===== src/rtl/cfc_pkg.sv =====
// Constants, field layouts and carrier types for the carrier frequency control block
package cfc_pkg;

    // ------------------------------------------------------------------
    // Clock and units
    // ------------------------------------------------------------------
    localparam int CLK_PERIOD_NS = 25;
    localparam int CLK_FREQ_HZ   = 40_000_000;
    localparam int FREQ_UNIT_HZ  = 100;

    // ------------------------------------------------------------------
    // Carrier limits in 0.1 kHz units and the sensorless vector method code
    // ------------------------------------------------------------------
    localparam logic [7:0] FREQ_MIN       = 8'h14;
    localparam logic [7:0] ND_FREQ_MAX    = 8'h96;
    localparam logic [7:0] LD_FREQ_MAX    = 8'h64;
    localparam logic [7:0] REDUCE_FLOOR   = 8'h1E;
    localparam logic [7:0] SLV_LOW_CARR   = 8'h14;
    localparam logic [7:0] SLV_METHOD     = 8'h03;

    // ------------------------------------------------------------------
    // Slew timing
    // ------------------------------------------------------------------
    localparam int SLEW_RATE_HZ_PER_S = 2000;
    localparam int SLEW_STEP_MS       = FREQ_UNIT_HZ * 1000 / SLEW_RATE_HZ_PER_S;
    localparam int SLEW_STEP_CYCLES   = SLEW_STEP_MS * 1_000_000 / CLK_PERIOD_NS;
    localparam logic [31:0] PHASE_STEP =
        32'((64'h1_0000_0000 * 64'(FREQ_UNIT_HZ)) / 64'(CLK_FREQ_HZ));

    // ------------------------------------------------------------------
    // Reduction thresholds with hysteresis, and the sensorless vector speed ramp
    // ------------------------------------------------------------------
    localparam logic [7:0]  CUR_ON_PCT     = 8'h5A;
    localparam logic [7:0]  CUR_OFF_PCT    = 8'h50;
    localparam logic [7:0]  TEMP_ON_DEGC   = 8'h50;
    localparam logic [7:0]  TEMP_OFF_DEGC  = 8'h46;
    localparam logic [15:0] SLV_LOW_SPEED  = 16'h0032;
    localparam int          SLV_RAMP_SHIFT = 3;

    // ------------------------------------------------------------------
    // Register map and fields
    // ------------------------------------------------------------------
    localparam logic [3:0] ADDR_CTRL     = 4'h0;
    localparam logic [3:0] ADDR_MAXF     = 4'h1;
    localparam logic [3:0] ADDR_STAT     = 4'h2;
    localparam int         CTRL_SET_LSB  = 0;
    localparam int         CTRL_SEL_LSB  = 8;
    localparam int         CTRL_DUTY_BIT = 10;
    localparam int         CTRL_METH_LSB = 16;
    localparam logic [7:0]  SET_RST      = 8'h50;
    localparam logic [15:0] MAXF_RST     = 16'h0258;
    localparam logic [1:0]  RED_SEL_OFF  = 2'h0;
    localparam logic [1:0]  RED_SEL_CUR  = 2'h1;
    localparam logic [1:0]  RED_SEL_TEMP = 2'h2;

    // ------------------------------------------------------------------
    // Types
    // ------------------------------------------------------------------
    typedef enum logic [1:0] {MODE_BYPASS, MODE_RESTORE, MODE_REDUCE} cfc_mode_type;

    typedef struct packed {
        logic [3:0]  addr;
        logic [31:0] wdata;
        logic        wr;
        logic        rd;
    } cfc_bus_type;

    typedef struct packed {
        logic [7:0]  out_cur_pct;
        logic [7:0]  fin_temp;
        logic [15:0] out_freq;
        logic        dc_brake;
    } cfc_meas_type;

endpackage


===== src/rtl/cfc_top.sv =====
// Carrier frequency selection, automatic reduction, slewing and carrier timing
// Function
// - In normal duty the carrier setting is held between 2.0 kHz and 15.0 kHz.
// - In light duty the carrier setting is held between 2.0 kHz and 10.0 kHz.
// - The allowed setting range follows the duty type and out-of-range values are clamped.
// - Under sensorless vector control (code 03) the carrier runs at 2 kHz at low speed.
// - Under sensorless vector control the carrier rises with output frequency.
// - Reduction select 00 is off, 01 follows output current, 02 follows fin temperature.
// - While reduction is active the carrier stays between the setting and 3 kHz unless the sensorless vector cap is lower.
// - A setting below 3 kHz disables automatic reduction.
// - Reduction moves the carrier at 2 kHz per second, never in a step.
// - Current-driven reduction lowers the carrier when current passes a fixed fraction.
// - Current-driven reduction returns to the setting when current falls again.
// - Temperature-driven reduction lowers and restores the carrier around a fin threshold.
// - DC braking may lower the carrier as well.
//
// Implementation choices: the placing of the registers and the plain strobed port.
`timescale 1ns/1ps
`default_nettype none

module cfc_top #(
    parameter int SLEW_CYCLES = cfc_pkg::SLEW_STEP_CYCLES
) (
    input  wire logic                  sys_clk_i,
    input  wire logic                  sys_rst_i,
    input  wire cfc_pkg::cfc_bus_type  reg_bus_i,
    input  wire cfc_pkg::cfc_meas_type meas_i,
    output logic [31:0]                reg_rdata_o,
    output logic                       carrier_tick_o,
    output logic [7:0]                 carrier_freq_o,
    output logic [7:0]                 carrier_phase_o
);

    // ------------------------------------------------------------------
    // State
    // ------------------------------------------------------------------
    typedef struct packed {
        logic [7:0]            setting;
        logic [1:0]            red_sel;
        logic                  duty_ld;
        logic [7:0]            method;
        logic [15:0]           max_freq;
        logic                  cur_hi;
        logic                  temp_hi;
        cfc_pkg::cfc_mode_type mode;
        logic [7:0]            slew_freq;
        logic [23:0]           slew_cnt;
        logic [7:0]            actual;
        logic [31:0]           phase;
        logic                  tick;
        logic [31:0]           rdata;
    } cfc_state_type;

    cfc_state_type st;
    cfc_state_type next_st;

    // ------------------------------------------------------------------
    // Combinational helpers
    // ------------------------------------------------------------------
    logic [7:0]  duty_max;
    logic [7:0]  wr_set;
    logic [7:0]  wr_max;
    logic        cur_on;
    logic        cur_off;
    logic        temp_on;
    logic        temp_off;
    logic        red_req;
    logic        red_allowed;
    logic        red_active;
    logic [7:0]  goal;
    logic        slew_step;
    logic        slew_dn;
    logic        slew_up;
    logic [15:0] slv_span;
    logic [7:0]  slv_cap;
    logic        slv_on;
    logic [7:0]  applied;
    logic [31:0] carrier_inc;
    logic [32:0] phase_sum;
    logic        advice_low;

    logic [31:0] ctrl_word;
    logic [31:0] maxf_word;
    logic [31:0] stat_word;

    // ------------------------------------------------------------------
    // Next-state logic
    // ------------------------------------------------------------------
    always_comb begin
        next_st       = st;
        next_st.tick  = 1'b0;
        next_st.rdata = 32'h0000_0000;

        // --------------------------------------------------------------
        // Range follows duty type
        // --------------------------------------------------------------
        // Ceiling of the setting for the current duty type
        if (st.duty_ld) begin
            duty_max = cfc_pkg::LD_FREQ_MAX;
        end else begin
            duty_max = cfc_pkg::ND_FREQ_MAX;
        end
        // Duty switched after the setting was written
        if (st.setting > duty_max) begin
            next_st.setting = duty_max;
        end

        // --------------------------------------------------------------
        // Register writes
        // --------------------------------------------------------------
        // Out-of-range writes are clamped, never refused
        wr_set = reg_bus_i.wdata[cfc_pkg::CTRL_SET_LSB +: 8];
        if (reg_bus_i.wdata[cfc_pkg::CTRL_DUTY_BIT]) begin
            wr_max = cfc_pkg::LD_FREQ_MAX;
        end else begin
            wr_max = cfc_pkg::ND_FREQ_MAX;
        end
        if (reg_bus_i.wr) begin
            case (reg_bus_i.addr)
                cfc_pkg::ADDR_CTRL: begin
                    if (wr_set < cfc_pkg::FREQ_MIN) begin
                        next_st.setting = cfc_pkg::FREQ_MIN;
                    end else if (wr_set > wr_max) begin
                        next_st.setting = wr_max;
                    end else begin
                        next_st.setting = wr_set;
                    end
                    next_st.red_sel = reg_bus_i.wdata[cfc_pkg::CTRL_SEL_LSB +: 2];
                    next_st.duty_ld = reg_bus_i.wdata[cfc_pkg::CTRL_DUTY_BIT];
                    next_st.method  = reg_bus_i.wdata[cfc_pkg::CTRL_METH_LSB +: 8];
                end
                cfc_pkg::ADDR_MAXF: begin
                    next_st.max_freq = reg_bus_i.wdata[15:0];
                end
                default: begin
                end
            endcase
        end

        // --------------------------------------------------------------
        // Hysteresis detectors
        // --------------------------------------------------------------
        // Gap between on and off levels stops the carrier from hunting
        cur_on   = (meas_i.out_cur_pct > cfc_pkg::CUR_ON_PCT);
        cur_off  = (meas_i.out_cur_pct < cfc_pkg::CUR_OFF_PCT);
        temp_on  = (meas_i.fin_temp > cfc_pkg::TEMP_ON_DEGC);
        temp_off = (meas_i.fin_temp < cfc_pkg::TEMP_OFF_DEGC);
        if (cur_on) begin
            next_st.cur_hi = 1'b1;
        end else if (cur_off) begin
            next_st.cur_hi = 1'b0;
        end
        if (temp_on) begin
            next_st.temp_hi = 1'b1;
        end else if (temp_off) begin
            next_st.temp_hi = 1'b0;
        end

        // --------------------------------------------------------------
        // Reduction source
        // --------------------------------------------------------------
        case (st.red_sel)
            cfc_pkg::RED_SEL_CUR: begin
                red_req = st.cur_hi;
            end
            cfc_pkg::RED_SEL_TEMP: begin
                red_req = st.temp_hi;
            end
            default: begin
                red_req = 1'b0;
            end
        endcase
        red_allowed = (st.setting >= cfc_pkg::REDUCE_FLOOR);
        // Braking asks for the same floor as automatic reduction
        red_active  = red_req || meas_i.dc_brake;

        // Low settings bypass reduction entirely
        if (!red_allowed) begin
            next_st.mode = cfc_pkg::MODE_BYPASS;
        end else if (red_active) begin
            next_st.mode = cfc_pkg::MODE_REDUCE;
        end else begin
            next_st.mode = cfc_pkg::MODE_RESTORE;
        end

        // --------------------------------------------------------------
        // Slew toward goal
        // --------------------------------------------------------------
        // One unit per SLEW_CYCLES keeps the rate fixed
        slew_step = (st.slew_cnt >= 24'(SLEW_CYCLES - 1));
        if (slew_step) begin
            next_st.slew_cnt = 24'h00_0000;
        end else begin
            next_st.slew_cnt = st.slew_cnt + 24'h00_0001;
        end

        // Target is the floor while reducing, else the setting
        case (st.mode)
            cfc_pkg::MODE_REDUCE: begin
                goal = cfc_pkg::REDUCE_FLOOR;
            end
            cfc_pkg::MODE_RESTORE: begin
                goal = st.setting;
            end
            default: begin
                goal = st.setting;
            end
        endcase

        slew_dn = slew_step && (st.slew_freq > goal);
        slew_up = slew_step && (st.slew_freq < goal);
        // Software lowering the setting takes effect at once
        if (st.mode == cfc_pkg::MODE_BYPASS) begin
            next_st.slew_freq = st.setting;
        end else if (st.slew_freq > st.setting) begin
            next_st.slew_freq = st.setting;
        end else if (st.slew_freq < cfc_pkg::REDUCE_FLOOR) begin
            next_st.slew_freq = cfc_pkg::REDUCE_FLOOR;
        end else if (slew_dn) begin
            next_st.slew_freq = st.slew_freq - 8'h01;
        end else if (slew_up) begin
            next_st.slew_freq = st.slew_freq + 8'h01;
        end

        // --------------------------------------------------------------
        // Sensorless vector speed cap
        // --------------------------------------------------------------
        // Cap rises with output frequency above the low-speed point
        slv_on = (st.method == cfc_pkg::SLV_METHOD);
        if (meas_i.out_freq < cfc_pkg::SLV_LOW_SPEED) begin
            slv_span = 16'h0000;
        end else begin
            slv_span = (meas_i.out_freq - cfc_pkg::SLV_LOW_SPEED)
                       >> cfc_pkg::SLV_RAMP_SHIFT;
        end
        if (slv_span > 16'(8'hFF - cfc_pkg::SLV_LOW_CARR)) begin
            slv_cap = 8'hFF;
        end else begin
            slv_cap = cfc_pkg::SLV_LOW_CARR + slv_span[7:0];
        end
        if (slv_on && slv_cap < st.slew_freq) begin
            applied = slv_cap;
        end else begin
            applied = st.slew_freq;
        end

        // --------------------------------------------------------------
        // Carrier phase accumulator
        // --------------------------------------------------------------
        // Period ends on accumulator carry, so no carrier cycle is cut short
        carrier_inc   = 32'(st.actual) * cfc_pkg::PHASE_STEP;
        phase_sum     = {1'b0, st.phase} + {1'b0, carrier_inc};
        next_st.phase = phase_sum[31:0];
        if (phase_sum[32]) begin
            next_st.tick   = 1'b1;
            next_st.actual = applied;
        end

        // --------------------------------------------------------------
        // Setting below ten times maximum output frequency
        // --------------------------------------------------------------
        advice_low = (24'(st.setting) * 24'(cfc_pkg::FREQ_UNIT_HZ))
                     < 24'(st.max_freq);

        // --------------------------------------------------------------
        // Read words
        // --------------------------------------------------------------
        // Assembled every cycle, latched only on a read
        ctrl_word = 32'h0000_0000;
        ctrl_word[cfc_pkg::CTRL_SET_LSB +: 8]  = st.setting;
        ctrl_word[cfc_pkg::CTRL_SEL_LSB +: 2]  = st.red_sel;
        ctrl_word[cfc_pkg::CTRL_DUTY_BIT]      = st.duty_ld;
        ctrl_word[cfc_pkg::CTRL_METH_LSB +: 8] = st.method;

        maxf_word       = 32'h0000_0000;
        maxf_word[15:0] = st.max_freq;

        stat_word        = 32'h0000_0000;
        stat_word[7:0]   = st.actual;
        stat_word[15:8]  = st.slew_freq;
        stat_word[16]    = (st.mode == cfc_pkg::MODE_REDUCE);
        stat_word[17]    = advice_low;
        stat_word[18]    = st.cur_hi;
        stat_word[19]    = st.temp_hi;

        // --------------------------------------------------------------
        // Register reads
        // --------------------------------------------------------------
        if (reg_bus_i.rd) begin
            case (reg_bus_i.addr)
                cfc_pkg::ADDR_CTRL: begin
                    next_st.rdata = ctrl_word;
                end
                cfc_pkg::ADDR_MAXF: begin
                    next_st.rdata = maxf_word;
                end
                cfc_pkg::ADDR_STAT: begin
                    next_st.rdata = stat_word;
                end
                default: begin
                    next_st.rdata = 32'h0000_0000;
                end
            endcase
        end
    end

    // ------------------------------------------------------------------
    // State register
    // ------------------------------------------------------------------
    always_ff @(posedge sys_clk_i) begin
        if (sys_rst_i) begin
            // Carrier starts at the reset setting with the phase at zero
            st.setting   <= cfc_pkg::SET_RST;
            st.red_sel   <= cfc_pkg::RED_SEL_OFF;
            st.duty_ld   <= 1'b0;
            st.method    <= 8'h00;
            st.max_freq  <= cfc_pkg::MAXF_RST;
            st.cur_hi    <= 1'b0;
            st.temp_hi   <= 1'b0;
            st.mode      <= cfc_pkg::MODE_RESTORE;
            st.slew_freq <= cfc_pkg::SET_RST;
            st.slew_cnt  <= 24'h00_0000;
            st.actual    <= cfc_pkg::SET_RST;
            st.phase     <= 32'h0000_0000;
            st.tick      <= 1'b0;
            st.rdata     <= 32'h0000_0000;
        end else begin
            st <= next_st;
        end
    end

    // ------------------------------------------------------------------
    // Outputs
    // ------------------------------------------------------------------
    assign reg_rdata_o     = st.rdata;
    assign carrier_tick_o  = st.tick;
    assign carrier_freq_o  = st.actual;
    assign carrier_phase_o = st.phase[31:24];

endmodule

`default_nettype wire


===== config.mk =====
export PLATFORM = sky130hd
export DESIGN_NAME = cfc_top
export DESIGN_NICKNAME = d
export VERILOG_FILES = /design/src/rtl/cfc_pkg.sv /design/src/rtl/cfc_top.sv
export SDC_FILE = /design/constraint.sdc
export NUM_CORES = 1
export LEC_CHECK = 0
export BUFFER_PORTS_ARGS = -buffer_cell sky130_fd_sc_hd__buf_2
export CORE_ASPECT_RATIO = 0.9
export CORE_MARGIN = 1.5
export CORE_UTILIZATION = 45
export CTS_CLUSTER_DIAMETER = 200
export DETAILED_ROUTE_END_ITERATION = 6
export SLEW_MARGIN = 20
export SYNTH_ARGS = -nofsm -noshare
export SYNTH_HDL_FRONTEND = slang
export SYNTH_SLANG_ARGS = --single-unit

===== constraint.sdc =====
create_clock -name sys_clk_i -period 9.61 [get_ports sys_clk_i]
set_clock_uncertainty 0.15 [all_clocks]
set_input_delay 1.922 -clock sys_clk_i [delete_from_list [all_inputs] [get_ports sys_clk_i]]
set_output_delay 1.922 -clock sys_clk_i [all_outputs]
set_load 0.05 [all_outputs]

After elaboration in Yosys (flattened, before gate mapping)
Cells that the tools add are included.
{"block": "word_totals", "regBits": 144, "input_bits": 73, "wordCells": 88}
{"block": "classes", "n_addsub": 6, "multipliers": 2, "magnitude_cmp": 17, "eq_ne": 6, "muxes": 26, "n_bitwise": 2, "reduce_logical": 14}
{"operator": "$mux W8", "n": 13}
{"operator": "$pmux W24 S3", "n": 1}
{"operator": "$mux W35", "n": 1}
{"operator": "$add A32 B22 Y33", "n": 1}
{"operator": "$gt A8 B8 Y1", "n": 4}
{"operator": "$add A24 B1 Y24 const B", "n": 1}
{"operator": "$ge A24 B21 Y1 const B", "n": 1}
{"operator": "$mul A8 B14 Y22 const B", "n": 1}
{"operator": "$mux W19", "n": 1}
{"operator": "$gt A16 B8 Y1 const B", "n": 1}
{"operator": "$gt A8 B7 Y1 const B", "n": 2}
{"operator": "$lt A15 B16 Y1", "n": 1}
{"operator": "$lt A16 B6 Y1 const B", "n": 1}
{"operator": "$lt A8 B5 Y1 const B", "n": 2}
{"operator": "$lt A8 B7 Y1 const B", "n": 2}
{"operator": "$lt A8 B8 Y1", "n": 2}
{"operator": "$mux W16", "n": 1}
{"operator": "$sub A16 B6 Y16 const B", "n": 1}
{"operator": "$mul A8 B5 Y13 const B", "n": 1}
{"operator": "$mux W13", "n": 1}
{"operator": "$add A5 B8 Y8 const A", "n": 1}
{"operator": "$add A8 B1 Y8 const B", "n": 1}
{"operator": "$eq A8 B2 Y1 const B", "n": 1}
{"operator": "$ge A8 B5 Y1 const B", "n": 1}
{"operator": "other kinds (17)", "n": 30}

Longest topological paths before layout
{"block": "depth", "word_depth": 9, "mapped_depth": 19, "ltp_nobuf": 19}

Worst setup path after synthesis
Ideal clock, no wire load.
{"block": "synth_path", "kind": "input to register", "startpoint": "input port meas_i[15] (netlist name)", "endpoint": "register st (netlist bit carrier_freq_o[5])", "arrival_ps": 4983, "setup_slack_ps": 4356, "stages": 19, "cell_sequence": "or4_4 > nor3_4 > and2_4 > or2_2 > inv_1 > ha_1 > inv_1 > a2111oi_2 > nor2_2 > nand2_1 > ha_1 > a211oi_1 > o22ai_1 > nor2_1 > o31a_1 > a41o_1 > buf_6 > mux2i_1 > o21ai_1"}
{"block": "synth_via", "elab_chain_cells": 7, "word_cells_on_any_way": 9, "cone_classes": "add/sub: 2; order compare: 3; mux: 3; reduce/logical: 1"}
{"item": "start, declared", "line": "cfc_top.sv:27", "source": "input wire cfc_pkg::cfc_meas_type meas_i,"}
{"item": "$sub A16 B6 Y16 / $lt A16 B6 Y1 (equally long branches)", "line": "cfc_top.sv:233, cfc_top.sv:230"}
{"item": "$mux W13 (*)", "line": "cfc_top.sv:230", "source": "if (meas_i.out_freq < cfc_pkg::SLV_LOW_SPEED) begin"}
{"item": "$gt A16 B8 Y1 / $add A5 B8 Y8 (equally long branches)", "line": "cfc_top.sv:236, cfc_top.sv:239"}
{"item": "$mux W8 (*)", "line": "cfc_top.sv:236", "source": "if (slv_span > 16'(8'hFF - cfc_pkg::SLV_LOW_CARR)) begin"}
{"item": "$lt A8 B8 Y1", "line": "cfc_top.sv:241", "source": "if (slv_on && slv_cap < st.slew_freq) begin"}
{"item": "$logic_and A1 B1 Y1", "line": "cfc_top.sv:241"}
{"item": "$mux W8 (*)", "line": "cfc_top.sv:241"}
{"item": "end signal, assigned", "line": "cfc_top.sv:328", "source": "st <= next_st;"}
{"item": "end, declared", "line": "cfc_top.sv:54", "source": "cfc_state_type st;"}
Mark *: on every way between the ends. The rest lies on a longest branch, timed or not.
A chain may end at the register's enable or synchronous reset.

Worst setup path after layout
Same ends and word-level chain as after synthesis.

==> results_dict.tcl <==
set metrics [dict create \
    synthArstFlopShare 0 \
    path_clk_slew_ps 60 \
    layout_common_cells "ha_1, inv_1, dfxtp_1" \
    cts_resized 0 \
    grt_first_pass_wirelength_um 40300 \
    path_max_fanout 9 \
    period_share 0.591 \
    nNetsFinal 1547 \
    period_needed_ps 5680 \
    cp-end-kind "register" \
    yosysTopAreaCell "dfxtp_1" \
    synthMuxAreaShare 0.0185 \
    synthFlopType "dfxtp_1" \
    drive_gt1_frac 0.130 \
    clock_path_buffers 2 \
    numClockSinks 136 \
    dp.cells 1556 \
    dpl_cell_area_um2 11100 \
    fin_cells 1588 \
    synth_compound_gate_area_share 0.158 \
    area_growth_pct 10.3 \
    ys_seq_area_frac 0.257 \
    gr-total-overflow 0 \
    numCtsBuffers 17 \
    synthesis.area_um2 10600 \
    grt_max_degree 55 \
    ir_worst_vdd_mv 0.139 \
    antenna_found_initial 0 \
    status "completed" \
    die_area_um2 24500 \
    post-cts-setup-buffer-count 0 \
    setup_ws_ps 3930 \
    reg2reg_depth 14 \
    diodes 0 \
    postRouteAntennaNets 0 \
    seq_area_um2 2720 \
    critical_path_class "primary input to register" \
    root_buffer "clkbuf_16" \
    rrSetupSlack_ps 4040 \
    fin_setup_tns_ps 0 \
    worst_ep_arrival_time_ps 5840 \
    grt_busiest_layer "met2" \
    worstMarginPinSlew_ps 769 \
    htreeDepth 4 \
    synth_enable_flop_cells 0 \
    synth-xor-area-share 0.0426 \
    hp-start "st[73]" \
    drcViolationCount 0 \
    vias 8396 \
    power_frac_clock 0.300 \
    die_w_um 165 \
    num-fill-cells 2231 \
    syn_avg_cell_area_um2 8.73 \
    worstPathRequired_ps 9770 \
    pre_cts_slack_ps 3500 \
    wl_um 24500 \
    hp-class "register to register" \
    multi_input_area_um2 6890 \
    gr-usage-met2 0.331 \
    ys_ff_latch 136 \
    grt_pass1_vias 8165 \
    num_rows 53 \
    r2r_start "carrier_freq_o[6]" \
    whs_ps 317 \
    power.leakage_nw 5.38 \
    drt_pass1_iterations 5 \
    pwr-share-seq 0.294 \
    layout_commonest_cell "ha_1" \
    finalInstanceArea_um2 11700 \
    synth_area_leaders "dfxtp_1, ha_1, fa_1" \
    cts_tree "yes" \
    synthCells 1214 \
    fmax_ghz 0.176 \
    wl_per_cell_um 15.4 \
    r2r-end "carrier_freq_o[7]" \
    fp.dieH_um 149 \
    io_pins 122 \
    initial_core_util 0.457 \
    power_mw 2.26 \
    holdPathStages 1 \
    use_met3 0.0321 \
    min_to "st[73]" \
    vias_per_cell 5.29 \
    switching_share 0.371 \
    synthAdderAreaFrac 0.268 \
    start_kind "primary input" \
    post-dp-hpwl_um 18700 \
    power_density_nw_per_um2 194 \
    clkLatencyLatePin_ps 430 \
    grt_use_met1 0.295 \
    relSlewSlack 0.483 \
    finalWeightedCongestion 0.832 \
    detail_route.iter0.violations 535 \
    synth_cell_types 78 \
    rsz0062_at_grt "false" \
    yosys.area_share.simple 0.158 \
    synthDominantCellAreaShare 0.257 \
    grt_usage 0.209 \
    portBuffers 104 \
    hold_buffers 0 \
    power_frac_comb 0.405 \
    power.internal_mw 1.42 \
    final_core_util 0.504 \
    synth_top_family_by_area "adder cells" \
    finalSetupViolCount 0 \
    yosys_warnings 0 \
    drv_cap 0 \
    power_switching_mw 0.840 \
    hold_viol 0 \
    drv_slew 0 \
    core_area_um2 23200 \
]
## routing by layer
metal | vias to the layer above | share of wire
met5 | - | 0
met1 | 3904 | 0.49
met2 | 223 | 0.43
li1 | 4240 | -
met3 | 29 | 0.058
met4 | 0 | 0.014
## worst max-delay path, stage by stage
cell and delay (ps):
buf_2 100, or4_4 540, nor3_4 220, and2_4 200, or2_2 140, inv_1 60, ha_1 200, inv_1 100
a2111oi_2 50, or3_1 400, ha_1 280, nor4_1 200, nand4_1 290, nor2_1 280, o31a_1 180, a41o_1 340
mux2i_1 260, o21ai_1 90
## synthesized netlist by cell type, drive strengths merged (10+ instances only)
library cell    n
ha            157
inv           146
dfxtp         136
nor2          115
nand2          83
a21oi          76
buf            57
fa             44
o21ai          40
xnor2          27
xor2           22
clkbuf         21
nand3          20
nor2b          20
nor3           20
a22oi          15
a211oi         14
mux2i          14
a21o           13
and2           13
nand4          13
a222oi         11
and3           10
o21a           10
## how the worst max path moves through the flow
stage	startpoint	to	slack, ps	cells after the start
finish	meas_i[15]	carrier_freq_o[5]	3930	18
global route	carrier_freq_o[5]	carrier_freq_o[0]	3600	14
CTS	carrier_freq_o[6]	carrier_freq_o[7]	3940	14
detailed placement	meas_i[15]	carrier_freq_o[5]	3500	18
global placement	meas_i[15]	carrier_freq_o[5]	3540	18
floorplan	meas_i[15]	carrier_freq_o[5]	4360	19
## area by class of cell
cell class,instances,share of cell area
flip-flops and latches,136,0.233
clock inverters,11,0.0116
multi-input cells,864,0.589
repair buffers,108,0.0473
well taps,302,0.0323
clock buffers,21,0.0402
inverters,146,0.0469
## power by group through the flow
stage               clock network [mW]  registers, mW  logic [mW]
global placement                     0          0.678       0.896
CTS                              0.695          0.666       0.922
floorplan                            0          0.647       0.742
detailed placement                   0          0.678       0.914
finish                           0.680          0.666       0.918
global route                     0.714          0.670        1.05
## kinds of logic (layout without fill, tap and decap cells)
logic type | after synthesis | after routing
other cells | 1 | 11
fa+ha+maj | 201 | 201
buf+inv | 224 | 286
xor+xnor | 50 | 50
compound gates | 242 | 242
mux | 19 | 19
flops | 136 | 136
simple gates | 341 | 341
## sequential cells by signal, summed over array words and instances, names as in the netlist
| name | cells |
|---|---|
| maxf_word | 16 |
| carrier_phase_o | 8 |
| reg_rdata_o | 24 |
| carrier_freq_o | 8 |
| st | 60 |
| ctrl_word | 19 |
| carrier_tick_o | 1 |
Power figures use the tool's default switching activity.
